$ cat src/logic/gssp_map.svh
// register map, field positions and timing counts of the serial port block
`ifndef GSSP_MAP_SVH
`define GSSP_MAP_SVH

`define GSSP_ADDR_W       8
`define GSSP_OFS_CTRL     8'h00
`define GSSP_OFS_TXWORD   8'h04
`define GSSP_OFS_STATUS   8'h08
`define GSSP_OFS_RXLAST   8'h0C

`define GSSP_RESP_OKAY    2'h0
`define GSSP_RESP_SLVERR  2'h2

`define GSSP_FRAME_BITS   5'h10
`define GSSP_LAST_BIT     5'h0F
`define GSSP_WORD_MSB     15
`define GSSP_BIT_WRITE    15
`define GSSP_BIT_CH_HIGH  13
`define GSSP_BIT_CH_LOW   12
`define GSSP_BIT_CODING   1
`define GSSP_CHAN_AUX1    2'h1
`define GSSP_CHAN_AUX2    2'h2
`define GSSP_CTRL_RST     16'h0000
`define GSSP_TXWORD_RST   16'h0000
`define GSSP_STAT_VIOL    0
`define GSSP_STAT_BUSY    1
`define GSSP_SYNC_IDLE    3'h7

`define GSSP_CLK_NS       8
`define GSSP_QUIET_NS     50
`define GSSP_QUIET_CYC    ((`GSSP_QUIET_NS + `GSSP_CLK_NS - 1) / `GSSP_CLK_NS)

`endif

$ cat src/logic/gssp_pkg.sv
// types of the serial port block
package gssp_pkg;
`include "gssp_map.svh"

    typedef enum logic [2:0] {
        GSSP_ST_IDLE  = 3'h1,
        GSSP_ST_SHIFT = 3'h2,
        GSSP_ST_DONE  = 3'h4
    } gssp_state_e;

    typedef struct packed {
        logic [`GSSP_ADDR_W-1:0] awaddr;
        logic                    awvalid;
        logic [31:0]             wdata;
        logic [3:0]              wstrb;
        logic                    wvalid;
        logic                    bready;
        logic [`GSSP_ADDR_W-1:0] araddr;
        logic                    arvalid;
        logic                    rready;
    } gssp_axi_req_s;

    typedef struct packed {
        logic        awready;
        logic        wready;
        logic        bvalid;
        logic [1:0]  bresp;
        logic        arready;
        logic        rvalid;
        logic [31:0] rdata;
        logic [1:0]  rresp;
    } gssp_axi_rsp_s;

    typedef struct packed {
        gssp_state_e   st;
        logic [2:0]    sel_p;
        logic [2:0]    clk_p;
        logic [1:0]    din_p;
        logic [4:0]    bit_cnt;
        logic [15:0]   rx_sh;
        logic [15:0]   tx_sh;
        logic          dout;
        logic          oe;
        logic          conv;
        logic [15:0]   ctrl;
        logic          aux_one;
        logic          aux_two;
        logic [15:0]   tx_word;
        logic [15:0]   rx_last;
        logic [15:0]   frames;
        logic [3:0]    quiet_cnt;
        logic          quiet_viol;
        gssp_axi_rsp_s rsp;
    } gssp_regs_s;
endpackage

$ cat src/logic/gssp_port.sv
// serial slave port of the yaw-rate sensor with its register slave
//
// How it works
// - a low select frames each transfer; its falling edge starts a conversion
// - input bit is sampled on each of the frame's first sixteen falling serial clock edges
// - output advances to its next bit after each of the frame's first sixteen falling serial clock edges
// - output driver turns on shortly after select goes low
// - output driver turns off after the frame's last falling edge
// - two channel bits in the input word pick auxiliary channel one or two
// - while select is high, output floats and clock and input are ignored
// - a frame is sixteen clocks, sixteen bits each way at once
// - first input bit one writes control settings; zero leaves them unchanged
// - control updates only after a full sixteen-clock frame
`timescale 1ns/1ns
`include "gssp_map.svh"

module gssp_port (
    // clock and reset
    input  wire logic                    CLK_SYS_IN,
    input  wire logic                    SRST_IN,
    // register bus
    input  wire gssp_pkg::gssp_axi_req_s AXI_REQ_IN,
    output      gssp_pkg::gssp_axi_rsp_s AXI_RSP_OUT,
    // serial pins
    input  wire logic                    SER_SEL_N_IN,
    input  wire logic                    SER_CLK_IN,
    input  wire logic                    SER_DIN_IN,
    output      logic                    SER_DOUT_OUT,
    output      logic                    SER_DOUT_OE_OUT,
    // converter side
    output      logic                    CONV_START_OUT,
    output      logic [15:0]             CTRL_WORD_OUT,
    output      logic                    CODING_TWOS_OUT,
    output      logic                    AUX_ANALOG_INPUT_ONE_SEL_OUT,
    output      logic                    AUX_ANALOG_INPUT_TWO_SEL_OUT
);
    import gssp_pkg::*;

    gssp_regs_s s_r;
    gssp_regs_s s_nxt;

    // channel bits to aux selection {two, one}
    function automatic logic [1:0] chan_dec(input logic [15:0] w);
        logic [1:0] code;
        code = {w[`GSSP_BIT_CH_HIGH], w[`GSSP_BIT_CH_LOW]};
        chan_dec = {code == `GSSP_CHAN_AUX2, code == `GSSP_CHAN_AUX1};
    endfunction

    // mapped register check
    function automatic logic addr_hit(input logic [`GSSP_ADDR_W-1:0] a);
        addr_hit = (a == `GSSP_OFS_CTRL) || (a == `GSSP_OFS_TXWORD) ||
                   (a == `GSSP_OFS_STATUS) || (a == `GSSP_OFS_RXLAST);
    endfunction

    // falling edge between second and third sync stage
    function automatic logic sync_fell(input logic [2:0] p);
        sync_fell = ~p[1] & p[2];
    endfunction

    always_comb begin
        logic        sel_low;
        logic        sel_fall;
        logic        clk_fall;
        logic [15:0] rx_new;
        logic [1:0]  aux;
        s_nxt    = s_r;
        s_nxt.conv = 1'b0;
        sel_low  = ~s_r.sel_p[1];
        sel_fall = sync_fell(s_r.sel_p);
        clk_fall = sync_fell(s_r.clk_p);
        rx_new   = {s_r.rx_sh[14:0], s_r.din_p[1]};
        aux      = chan_dec(rx_new);

        // pin synchronisers, third stage only for edge detection
        s_nxt.sel_p = {s_r.sel_p[1:0], SER_SEL_N_IN};
        s_nxt.clk_p = {s_r.clk_p[1:0], SER_CLK_IN};
        s_nxt.din_p = {s_r.din_p[0], SER_DIN_IN};

        // write channel
        if (s_r.rsp.bvalid && AXI_REQ_IN.bready) begin
            s_nxt.rsp.bvalid = 1'b0;
        end
        s_nxt.rsp.awready = 1'b0;
        s_nxt.rsp.wready  = 1'b0;
        if (AXI_REQ_IN.awvalid && AXI_REQ_IN.wvalid && !s_r.rsp.awready
            && !s_r.rsp.bvalid) begin
            s_nxt.rsp.awready = 1'b1;
            s_nxt.rsp.wready  = 1'b1;
        end
        if (s_r.rsp.awready) begin
            s_nxt.rsp.bvalid = 1'b1;
            s_nxt.rsp.bresp  = addr_hit(AXI_REQ_IN.awaddr) ? `GSSP_RESP_OKAY
                                                           : `GSSP_RESP_SLVERR;
            if (AXI_REQ_IN.awaddr == `GSSP_OFS_TXWORD) begin
                if (AXI_REQ_IN.wstrb[0]) begin
                    s_nxt.tx_word[7:0] = AXI_REQ_IN.wdata[7:0];
                end
                if (AXI_REQ_IN.wstrb[1]) begin
                    s_nxt.tx_word[15:8] = AXI_REQ_IN.wdata[15:8];
                end
            end
            if (AXI_REQ_IN.awaddr == `GSSP_OFS_STATUS && AXI_REQ_IN.wstrb[0]
                && AXI_REQ_IN.wdata[`GSSP_STAT_VIOL]) begin
                s_nxt.quiet_viol = 1'b0;
            end
        end

        // read channel
        if (s_r.rsp.rvalid && AXI_REQ_IN.rready) begin
            s_nxt.rsp.rvalid = 1'b0;
        end
        s_nxt.rsp.arready = 1'b0;
        if (AXI_REQ_IN.arvalid && !s_r.rsp.arready && !s_r.rsp.rvalid) begin
            s_nxt.rsp.arready = 1'b1;
        end
        if (s_r.rsp.arready) begin
            s_nxt.rsp.rvalid = 1'b1;
            s_nxt.rsp.rresp  = addr_hit(AXI_REQ_IN.araddr) ? `GSSP_RESP_OKAY
                                                           : `GSSP_RESP_SLVERR;
            case (AXI_REQ_IN.araddr)
                `GSSP_OFS_CTRL: begin
                    s_nxt.rsp.rdata = {16'h0000, s_r.ctrl};
                end
                `GSSP_OFS_TXWORD: begin
                    s_nxt.rsp.rdata = {16'h0000, s_r.tx_word};
                end
                `GSSP_OFS_STATUS: begin
                    s_nxt.rsp.rdata = {s_r.frames, 14'h0000, s_r.st != GSSP_ST_IDLE,
                                       s_r.quiet_viol};
                end
                `GSSP_OFS_RXLAST: begin
                    s_nxt.rsp.rdata = {16'h0000, s_r.rx_last};
                end
                default: begin
                    s_nxt.rsp.rdata = 32'h0000_0000;
                end
            endcase
        end

        // serial frame engine
        case (s_r.st)
            GSSP_ST_IDLE: begin
                s_nxt.oe      = 1'b0;
                s_nxt.bit_cnt = 5'h00;
                if (s_r.quiet_cnt != 4'(`GSSP_QUIET_CYC)) begin
                    s_nxt.quiet_cnt = s_r.quiet_cnt + 4'h1;
                end
                if (sel_fall) begin
                    s_nxt.conv  = 1'b1;
                    s_nxt.st    = GSSP_ST_SHIFT;
                    s_nxt.oe    = 1'b1;
                    s_nxt.tx_sh = s_r.tx_word;
                    s_nxt.dout  = s_r.tx_word[`GSSP_WORD_MSB];
                    s_nxt.quiet_cnt = 4'h0;
                    if (s_r.quiet_cnt != 4'(`GSSP_QUIET_CYC)) begin
                        s_nxt.quiet_viol = 1'b1;
                    end
                end
            end
            GSSP_ST_SHIFT: begin
                if (!sel_low) begin
                    s_nxt.st      = GSSP_ST_IDLE;
                    s_nxt.oe      = 1'b0;
                    s_nxt.bit_cnt = 5'h00;
                end else if (clk_fall) begin
                    s_nxt.rx_sh   = rx_new;
                    s_nxt.tx_sh   = {s_r.tx_sh[14:0], 1'b0};
                    s_nxt.dout    = s_r.tx_sh[`GSSP_WORD_MSB-1];
                    s_nxt.bit_cnt = s_r.bit_cnt + 5'h01;
                    if (s_r.bit_cnt == `GSSP_LAST_BIT) begin
                        s_nxt.st      = GSSP_ST_DONE;
                        s_nxt.oe      = 1'b0;
                        s_nxt.rx_last = rx_new;
                        s_nxt.frames  = s_r.frames + 16'h0001;
                        if (rx_new[`GSSP_BIT_WRITE]) begin
                            s_nxt.ctrl    = rx_new;
                            s_nxt.aux_one = aux[0];
                            s_nxt.aux_two = aux[1];
                        end
                    end
                end
            end
            GSSP_ST_DONE: begin
                s_nxt.oe = 1'b0;
                if (!sel_low) begin
                    s_nxt.st      = GSSP_ST_IDLE;
                    s_nxt.bit_cnt = 5'h00;
                end
            end
            default: begin
                s_nxt.st = GSSP_ST_IDLE;
                s_nxt.oe = 1'b0;
                s_nxt.bit_cnt = 5'h00;
            end
        endcase
    end

    always_ff @(posedge CLK_SYS_IN) begin
        if (SRST_IN) begin
            s_r            <= '0;
            s_r.st         <= GSSP_ST_IDLE;
            s_r.sel_p      <= `GSSP_SYNC_IDLE;
            s_r.clk_p      <= `GSSP_SYNC_IDLE;
            s_r.ctrl       <= `GSSP_CTRL_RST;
            s_r.tx_word    <= `GSSP_TXWORD_RST;
            s_r.quiet_cnt  <= 4'(`GSSP_QUIET_CYC);
        end else begin
            s_r <= s_nxt;
        end
    end

    assign AXI_RSP_OUT                  = s_r.rsp;
    assign SER_DOUT_OUT                 = s_r.dout;
    assign SER_DOUT_OE_OUT              = s_r.oe;
    assign CONV_START_OUT               = s_r.conv;
    assign CTRL_WORD_OUT                = s_r.ctrl;
    assign CODING_TWOS_OUT              = s_r.ctrl[`GSSP_BIT_CODING];
    assign AUX_ANALOG_INPUT_ONE_SEL_OUT = s_r.aux_one;
    assign AUX_ANALOG_INPUT_TWO_SEL_OUT = s_r.aux_two;
endmodule

$ cat config.mk
export PLATFORM = sky130hd
export DESIGN_NAME = gssp_port
export DESIGN_NICKNAME = d
export VERILOG_FILES = /design/src/logic/gssp_pkg.sv /design/src/logic/gssp_port.sv
export VERILOG_INCLUDE_DIRS = /design/src /design/src/logic
export SDC_FILE = /design/constraint.sdc
export NUM_CORES = 1
export LEC_CHECK = 0
export BUFFER_PORTS_ARGS = -buffer_cell sky130_fd_sc_hd__clkbuf_2
export CAP_MARGIN = 10
export CORE_MARGIN = 3
export CORE_UTILIZATION = 44
export DETAILED_ROUTE_END_ITERATION = 16
export GPL_ROUTABILITY_DRIVEN = 1
export PLACE_DENSITY = 0.66
export SKIP_LAST_GASP = 1
export SYNTH_ARGS = -nofsm -noshare
export SYNTH_HDL_FRONTEND = slang
export SYNTH_SLANG_ARGS = --single-unit
$ cat constraint.sdc
create_clock -name CLK_SYS_IN -period 2.3 [get_ports CLK_SYS_IN]
set_input_delay 0.115 -clock CLK_SYS_IN [delete_from_list [all_inputs] [get_ports CLK_SYS_IN]]
set_output_delay 0.115 -clock CLK_SYS_IN [all_outputs]
set_load 0.05 [all_outputs]
# Word-level counts from Yosys, hierarchy flattened
# Index checks and enable logic that the tools add are counted.
# word_totals
reg_bits	162
input_bits	62
output_inout_bits	63
elab_cells	122
# op_classes
n_addsub	3
eq_ne	20
mux	31
n_bitwise	5
n_reduce_logical	36
# ops
op	count
case mux 32 bit (4 select lines)	1
two-way mux 39 bit	1
two-way mux 35 bit	1
equality test 8 x 4 -> 1 bit (second input constant)	4
case mux 16 bit (2 select lines)	1
two-way mux 18 bit	1
two-way mux 3 bit	6
adder 16 x 1 -> 16 bit (second input constant)	1
equality test 8 x 3 -> 1 bit (second input constant)	2
logical NOT 8 bit	2
two-way mux 16 bit	1
two-way mux 5 bit	3
AND reduction 4 bit	3
case mux 5 bit (2 select lines)	1
logical AND 1 bit	9
two-way mux 1 bit	9
case mux 3 bit (3 select lines)	1
AND reduction 3 bit	3
inequality test 2 bit (second input constant)	4
nonzero test 2 bit	4
logical OR 1 bit	6
two-way mux 2 bit	3
inequality test 3 bit (second input constant)	2
AND reduction 2 bit	3
other kinds (17)	23

# Longest topological paths before layout
# Gate-level depths: netlist of the first run.
# logic_depth
word_depth	8
mapped_depth	10

# Worst setup path before layout of the first run
# No wires, ideal clock.
# synth_timing
path_kind	flip-flop to flip-flop
from	register s_r[147] (netlist name)
to	register s_r[68] (netlist name)
setup_time_ps	70
arrival_time_ps	1995
t_required_ps	2230
path_slack_ps	235
path_stages_with_launch	11
path_buffers	3
synth_period_minus_slack_ps	2065
cell_sequence	dfxtp_1 > ha_1 > and3_1 > ha_1 > and3b_1 > clkbuf_1 > nand2_1 > clkbuf_1 > clkbuf_1 > nand2_1 > a21oi_1
# synth_between
elab_chain_len	2
# synth_rtl
item	line_no	rtl
start: declaration	gssp_port.sv:39	gssp_regs_s s_r;
start signal: assignment	gssp_port.sv:208	s_r <= s_nxt;
equality test 5 x 4 -> 1 bit (no source line)	-	
AND reduction 4 bit (no source line)	-	
# No other way between the ends.
# A chain may end at the register's enable or synchronous reset.

# Final worst setup path of the first run
# layout_timing
from	register s_r[147] (netlist name)
to	register s_r[54] (netlist name)
# The elaborated chain is that of the path after synthesis.

==> results of run 1 <==
==> stage by stage <==
| step | setup WS [ns] | std cells | cell area (µm²) | hold WS [ns] | utilization [%] |
|---|---|---|---|---|---|
| floorplan | 0.235 | 763 | 6720 | 0.219 | - |
| global placement | 0.245 | 960 | 6960 | 0.307 | 47.2 |
| detailed placement | 0.207 | 960 | 6960 | 0.302 | 47.2 |
| CTS | 0.188 | 1015 | 7800 | 0.0676 | 52.9 |
| global route | 0.00796 | 1016 | 7820 | 0.130 | 53.0 |
| finish | 0.176 | 1016 | 7820 | 0.0797 | 53.0 |
==> synth_stat cells (7+ instances only) <==
| cell | instances | area [µm²] |
|---|---|---|
| dfxtp_1 | 158 | 3160 |
| nor4_1 | 7 | 43.8 |
| mux2i_1 | 32 | 320 |
| or2_2 | 7 | 43.8 |
| nor2b_1 | 7 | 43.8 |
| nor3_1 | 21 | 105 |
| nand2b_1 | 8 | 50.1 |
| clkbuf_1 | 38 | 143 |
| nand2_1 | 107 | 402 |
| nand3_1 | 13 | 65.1 |
| a21oi_1 | 67 | 335 |
| buf_4 | 60 | 450 |
| a221oi_1 | 16 | 140 |
| nor2_1 | 85 | 319 |
| o2bb2ai_1 | 14 | 123 |
| or4_1 | 7 | 52.6 |
| a22oi_1 | 32 | 240 |
==> state kept, by name, indices dropped and copies added (netlist names) <==
signal                        cells
SER_DOUT_OE_OUT                   1
AXI_RSP_OUT                      38
s_r                              94
CONV_START_OUT                    1
CTRL_WORD_OUT                    16
AUX_ANALOG_INPUT_TWO_SEL_OUT      1
SER_DOUT_OUT                      1
AUX_ANALOG_INPUT_ONE_SEL_OUT      1
s_nxt                             5
==> power by group <==
part	switching [W]	leakage [nW]	internal, W
clock network	0.00108	0.281	0.00175
registers	0.0000453	1.28	0.00279
logic	0.000234	1.53	0.000174
==> worst paths after layout <==
path,cells past startpoint,startpoint,to,slack [ns]
hold reg to reg,1,s_nxt[158]$_SDFF_PP1_,s_nxt[159]$_SDFF_PP1_,0.41
setup reg to reg,7,s_r[147]$_SDFFE_PP0P_,s_r[54]$_SDFFE_PP0P_,0.18
hold / removal,3,AXI_REQ_IN[56],AXI_RSP_OUT[37]$_SDFFE_PP0P_,0.08
setup / recovery,7,s_r[147]$_SDFFE_PP0P_,s_r[54]$_SDFFE_PP0P_,0.18
==> per-layer routing <==
metal | vias to the layer above | share of wire [%]
met4 | 0 | 1.7
met3 | 23 | 6.0
met1 | 2621 | 46
met5 | - | 0
li1 | 2731 | -
met2 | 192 | 46
==> critical path, stage by stage (launching register included) <==
cell     delay, ns
dfxtp_1       0.37
ha_1          0.18
and3_1        0.17
ha_1          0.20
and3b_1       0.28
nand2_1       0.16
or4_1         0.54
a21oi_1       0.16
==> final cells by class <==
type,instances,area [µm²]
clock inverter,10,139
timing repair buffer,144,908
multi-input combinational,494,2900
clock buffer,21,460
tap,184,230
fill,1319,6930
sequential,158,3160
inverter,5,18.8
==> timing repair <==
action                                 4_1_cts  5_1_grt
gates resized for setup                      0        0
hold buffers                                24        0
setup endpoints to repair                    0        1
endpoints found under the hold margin       23        0
buffers inserted                             0        1
==> logic make-up after synthesis <==
logic type               after synthesis  synth area share [%]
AO/OA/AOI/OAI                        150                  15.0
XOR/XNOR                               7                 0.913
other                                  1                0.0559
flip-flops                           158                  47.1
buffers and inverters                111                  9.69
AND/OR/NAND/NOR                      296                  20.9
multiplexers                          35                  5.61
adder cells (fa/ha/maj)                4                 0.746
==> run_results.csv, run 1 <==
group,metric,value,unit
status,status,"finished clean",
pwr,p_per_area,777,mW/mm²
clocking,cts_tree,"built",
detailed_routing,vias,5567,
placement,port-buffer-count,104,
floorplan,ios,125,
layout,final_cell_mix,"158 x dfxtp_1, 107 x nand2_1, 103 x clkbuf_2, 85 x nor2_1, 67 x a21oi_1",
clocking,clk_latency,0.42,ns
layout,antenna_cells,0,
placement,dp_hpwl,10.9,mm
logic_synthesis,synth.distinct_cells,58,
global_route,grtUsageMet3,4.70,%
worst_setup_path,arrival,2.48,ns
sta,hold_viol_final,0,
clocking,clkSinkCount,158,
worst_setup_path,worstPathMaxFanout,5,
layout,final_common_cell,"dfxtp_1",
floorplan,initial_utilization,45.5,%
clocking,cts.clk_slew.worst_paths,0.06,ns
logic_synthesis,yosys_warnings,0,
layout,layout-drive-gt1-share,19.8,%
sta,fin_skew,0.00825,ns
detailed_routing,post_drt_via_cell_ratio,5.48,
clocking,htree_levels,4,
floorplan,core-area,0.0148,mm²
logic_synthesis,async_reset_ff_share,0,%
layout,fin_nets,886,
floorplan,die_y,130,µm
global_route,grt_antenna_before_repair,0,
global_route,grt_usage,19.3,%
global_route,grtUsageMet2,30.7,%
clocking,cts_max_path_buffers,2,
global_route,top_usage_layer,"met2",
flow_run,drv_cap,0,
worst_setup_path,criticalPathCategory,"reg -> reg",
pwr,power.total,0.00608,W
pwr,leakagePower,3.08,nW
detailed_routing,first_iter_violations,454,
logic_synthesis,synth_area_per_cell,8.81,µm²
detailed_routing,remaining_drc_errors,0,
logic_synthesis,synth_area,0.00671,mm²
min_path,hp-class,"in -> reg",
sta,fmax,0.471,GHz
placement,place_congestion,0.800,
floorplan,rows,44,
sta,rsz0062_at_grt,"no",
global_route,grt.overflow.total,0,
sta,slew_headroom,57.2,%
logic_synthesis,ys_ff_latch,158,
detailed_routing,drtAntennaViolNets,0,
worst_setup_path,required,2.65,ns
logic_synthesis,netlist_instances,762,
logic_synthesis,synth_ff_type,"dfxtp_1",
sta,worstMarginPinSlew,0.637,ns
worst_setup_path,cp-end-kind,"register",
clocking,root_buffer,"clkbuf_16",
floorplan,die_area,0.0168,mm²
clocking,cts_made_buffers,17,
logic_synthesis,seq_area_frac_synth,47.1,%
sta,finalCriticalPeriod,2.12,ns
sta,finalSetupViolCount,0,
worst_setup_path,start_kind,"register",
global_route,use_met1,26.0,%
detailed_routing,wire_per_inst,15.6,µm
detailed_routing,wl,15.9,mm
floorplan,die_x,130,µm
sta,setup_tns,0,ns
pwr,ir_drop,0.553,mV
global_route,grt_pass1_vias,5224,
global_route,grt_max_degree,100,
sta,maxSlewViolCount,0,
logic_synthesis,synth_edf_count,0,
layout,synthToLayoutAreaGrowth,16.5,%
sta,finalCritPeriodShare,92.3,%
global_route,grt_pass1_wl,25.9,mm
detailed_routing,dr.pass1.iters,5,
Note: power is estimated with default switching activity, not from simulation.
==> run 2: changes to the inputs <==
Settings changed: CORE_MARGIN 3 to not set, REMOVE_ABC_BUFFERS set to 1.
==> run_results.csv, run 2 (synthesis gave the netlist of run 1 again) <==
group,metric,value,unit
worst_setup_path,ff2ff_setup_slack,0.17,ns
clocking,cts_hold_buffers,25,
layout,final_cell_mix,"158 x dfxtp_1, 107 x nand2_1, 103 x clkbuf_2, 85 x nor2_1, 67 x a21oi_1",
worst_setup_path,arrival,2.48,ns
sta,fmax,0.469,GHz
floorplan,die_x,126,µm
clocking,clkSinkCount,158,
placement,dp_hpwl,10.5,mm
flow_run,drv_cap,0,
min_path,hold-path-endpoint,"AXI_RSP_OUT[37]$_SDFFE_PP0P_",
detailed_routing,drtAntennaViolNets,0,
detailed_routing,dr.pass1.iters,13,
layout,antenna_cells,0,
layout,synthToLayoutAreaGrowth,16.7,%
placement,place_ws,0.189,ns
worst_setup_path,criticalPathCategory,"reg -> reg",
layout,fin_nets,892,
worst_setup_path,path_common_cell,"ha_1",
min_path,hp-class,"in -> reg",
sta,setup_tns,0,ns
clocking,cts_tree,"built",
worst_setup_path,critPathMaxStageDelay,0.52,ns
worst_setup_path,r2r_end,"s_r[59]$_SDFFE_PP0P_",
global_route,grt_usage,20.9,%
sta,hold_viol_final,0,
min_path,worstHoldStart,"AXI_REQ_IN[55]",
floorplan,ios,125,
global_route,grt.overflow.total,0,
floorplan,initial_utilization,45.7,%
global_route,grt_max_degree,155,
worst_setup_path,rr_worst_depth,7,
clocking,clk_latency,0.42,ns
placement,place_congestion,0.776,
floorplan,core-area,0.0147,mm²
pwr,p_per_area,768,mW/mm²
status,violations,"design-rule violations",
global_route,grt_pass1_vias,5319,
placement,port-buffer-count,104,
sta,finalSetupViolCount,0,
worst_setup_path,slowest_stage,"or4_1",
layout,largest_reg_flops,94,
sta,setup_ws,0.166,ns
worst_setup_path,path_delay_family,"simple AND/OR/NAND/NOR gates",
sta,rsz0062_at_grt,"no",
detailed_routing,wire_per_inst,15.8,µm
clocking,post_cts_buffers,0,
worst_setup_path,critPathBufInv,0,
worst_setup_path,cp-end-kind,"register",
global_route,grt_pass1_wl,26.0,mm
worst_setup_path,required,2.64,ns
global_route,grt_antenna_before_repair,0,
pwr,ir_drop,0.551,mV
clocking,htree_levels,4,
floorplan,die_area,0.0158,mm²
clocking,cts_resized,0,
min_path,hold_depth,3,
detailed_routing,remaining_drc_errors,9,
worst_setup_path,worstPathMaxFanout,6,
sta,finalCritPeriodShare,92.8,%
layout,final_common_cell,"dfxtp_1",
layout,regMostFlops,"s_r",
pwr,leakagePower,3.11,nW
status,status,"complete, but fails checks",
detailed_routing,wl,16.1,mm
floorplan,rows,44,
worst_setup_path,start_kind,"register",
sta,worstMarginPinSlew,0.689,ns
detailed_routing,vias,5600,
clocking,cts_max_path_buffers,2,
detailed_routing,post_drt_via_cell_ratio,5.48,
detailed_routing,first_iter_violations,501,
clocking,cts_made_buffers,17,
layout,layout-drive-gt1-share,20.0,%
sta,fin_skew,0.00651,ns
worst_setup_path,worstReg2RegStart,"s_r[147]$_SDFFE_PP0P_",
worst_setup_path,path_cells,"ha_1, and3_1, ha_1, and4_1, nand3_1, or4_1, a21oi_1",
clocking,cts.clk_slew.worst_paths,0.06,ns
floorplan,die_y,126,µm
sta,maxSlewViolCount,0,
clocking,root_buffer,"clkbuf_16",
sta,finalCriticalPeriod,2.13,ns
sta,slew_headroom,54.1,%
## run 2: cell types whose count changed in the layout (fill, tap and decap cells not counted), moves of 2 or more
cell / delta
buf_4: +6
clkinvlp_4: -3
clkbuf_1: +2
clkbuf_8: +2
## run 2: worst max path at each step
stage	slack (ns)	cells after the start	startpoint	endpoint
after detailed placement	0.19	7	s_r[147]$_SDFFE_PP0P_	s_r[52]$_SDFFE_PP0P_
final	0.17	7	s_r[147]$_SDFFE_PP0P_	s_r[59]$_SDFFE_PP0P_
after floorplan	0.05	4	AXI_RSP_OUT[40]$_SDFF_PP0_	s_r[78]$_SDFFE_PP0P_
after global routing	0.07	7	s_r[147]$_SDFFE_PP0P_	s_r[52]$_SDFFE_PP0P_
after global placement	0.28	7	s_r[147]$_SDFFE_PP0P_	s_r[55]$_SDFFE_PP0P_
after CTS	0.14	7	s_r[147]$_SDFFE_PP0P_	s_r[52]$_SDFFE_PP0P_
## run 2: cell type report
cell class | count | area [µm²]
Clock inverter | 6 | 82.6
Sequential cell | 158 | 3160
Tap cell | 184 | 230
Clock buffer | 25 | 495
Inverter | 5 | 18.8
Timing Repair Buffer | 150 | 943
Fill cell | 1315 | 6860
Multi-Input combinational cell | 494 | 2900
## run 2: power by group
part	leakage, nW	internal (W)	switching (W)
logic	1.55	0.000178	0.000239
clock network	0.283	0.00170	0.00106
registers	1.28	0.00279	0.0000504
total	3.11	0.00467	0.00135
## run 2: worst min-delay path, stage by stage
cell and delay (ns):
clkbuf_2 0.08, nor4_1 0.07, a211oi_1 0.18
## run 2: layer usage
layer  vias up  part of all wire [%]  global-route usage, %
met5         -                     0                      0
met4         0                   2.4                   9.33
met3        28                   4.2                   3.94
met2       157                    49                   35.4
met1      2682                    44                   25.7
li1       2733                     -                      -
## run 2: per-stage QoR
step / power (W) / instances / area (µm²) / hold slack, ns / util, %
global route: 0.00625 / 1022 / 7840 / 0.0946 / 53.3
detailed placement: 0.00328 / 966 / 7010 / 0.299 / 47.7
finish: 0.00602 / 1022 / 7840 / 0.0654 / 53.3
floorplan: 0.00311 / 657 / 6080 / 0.184 / -
global placement: 0.00325 / 966 / 7010 / 0.297 / 47.7
CTS: 0.00607 / 1022 / 7840 / 0.0523 / 53.3
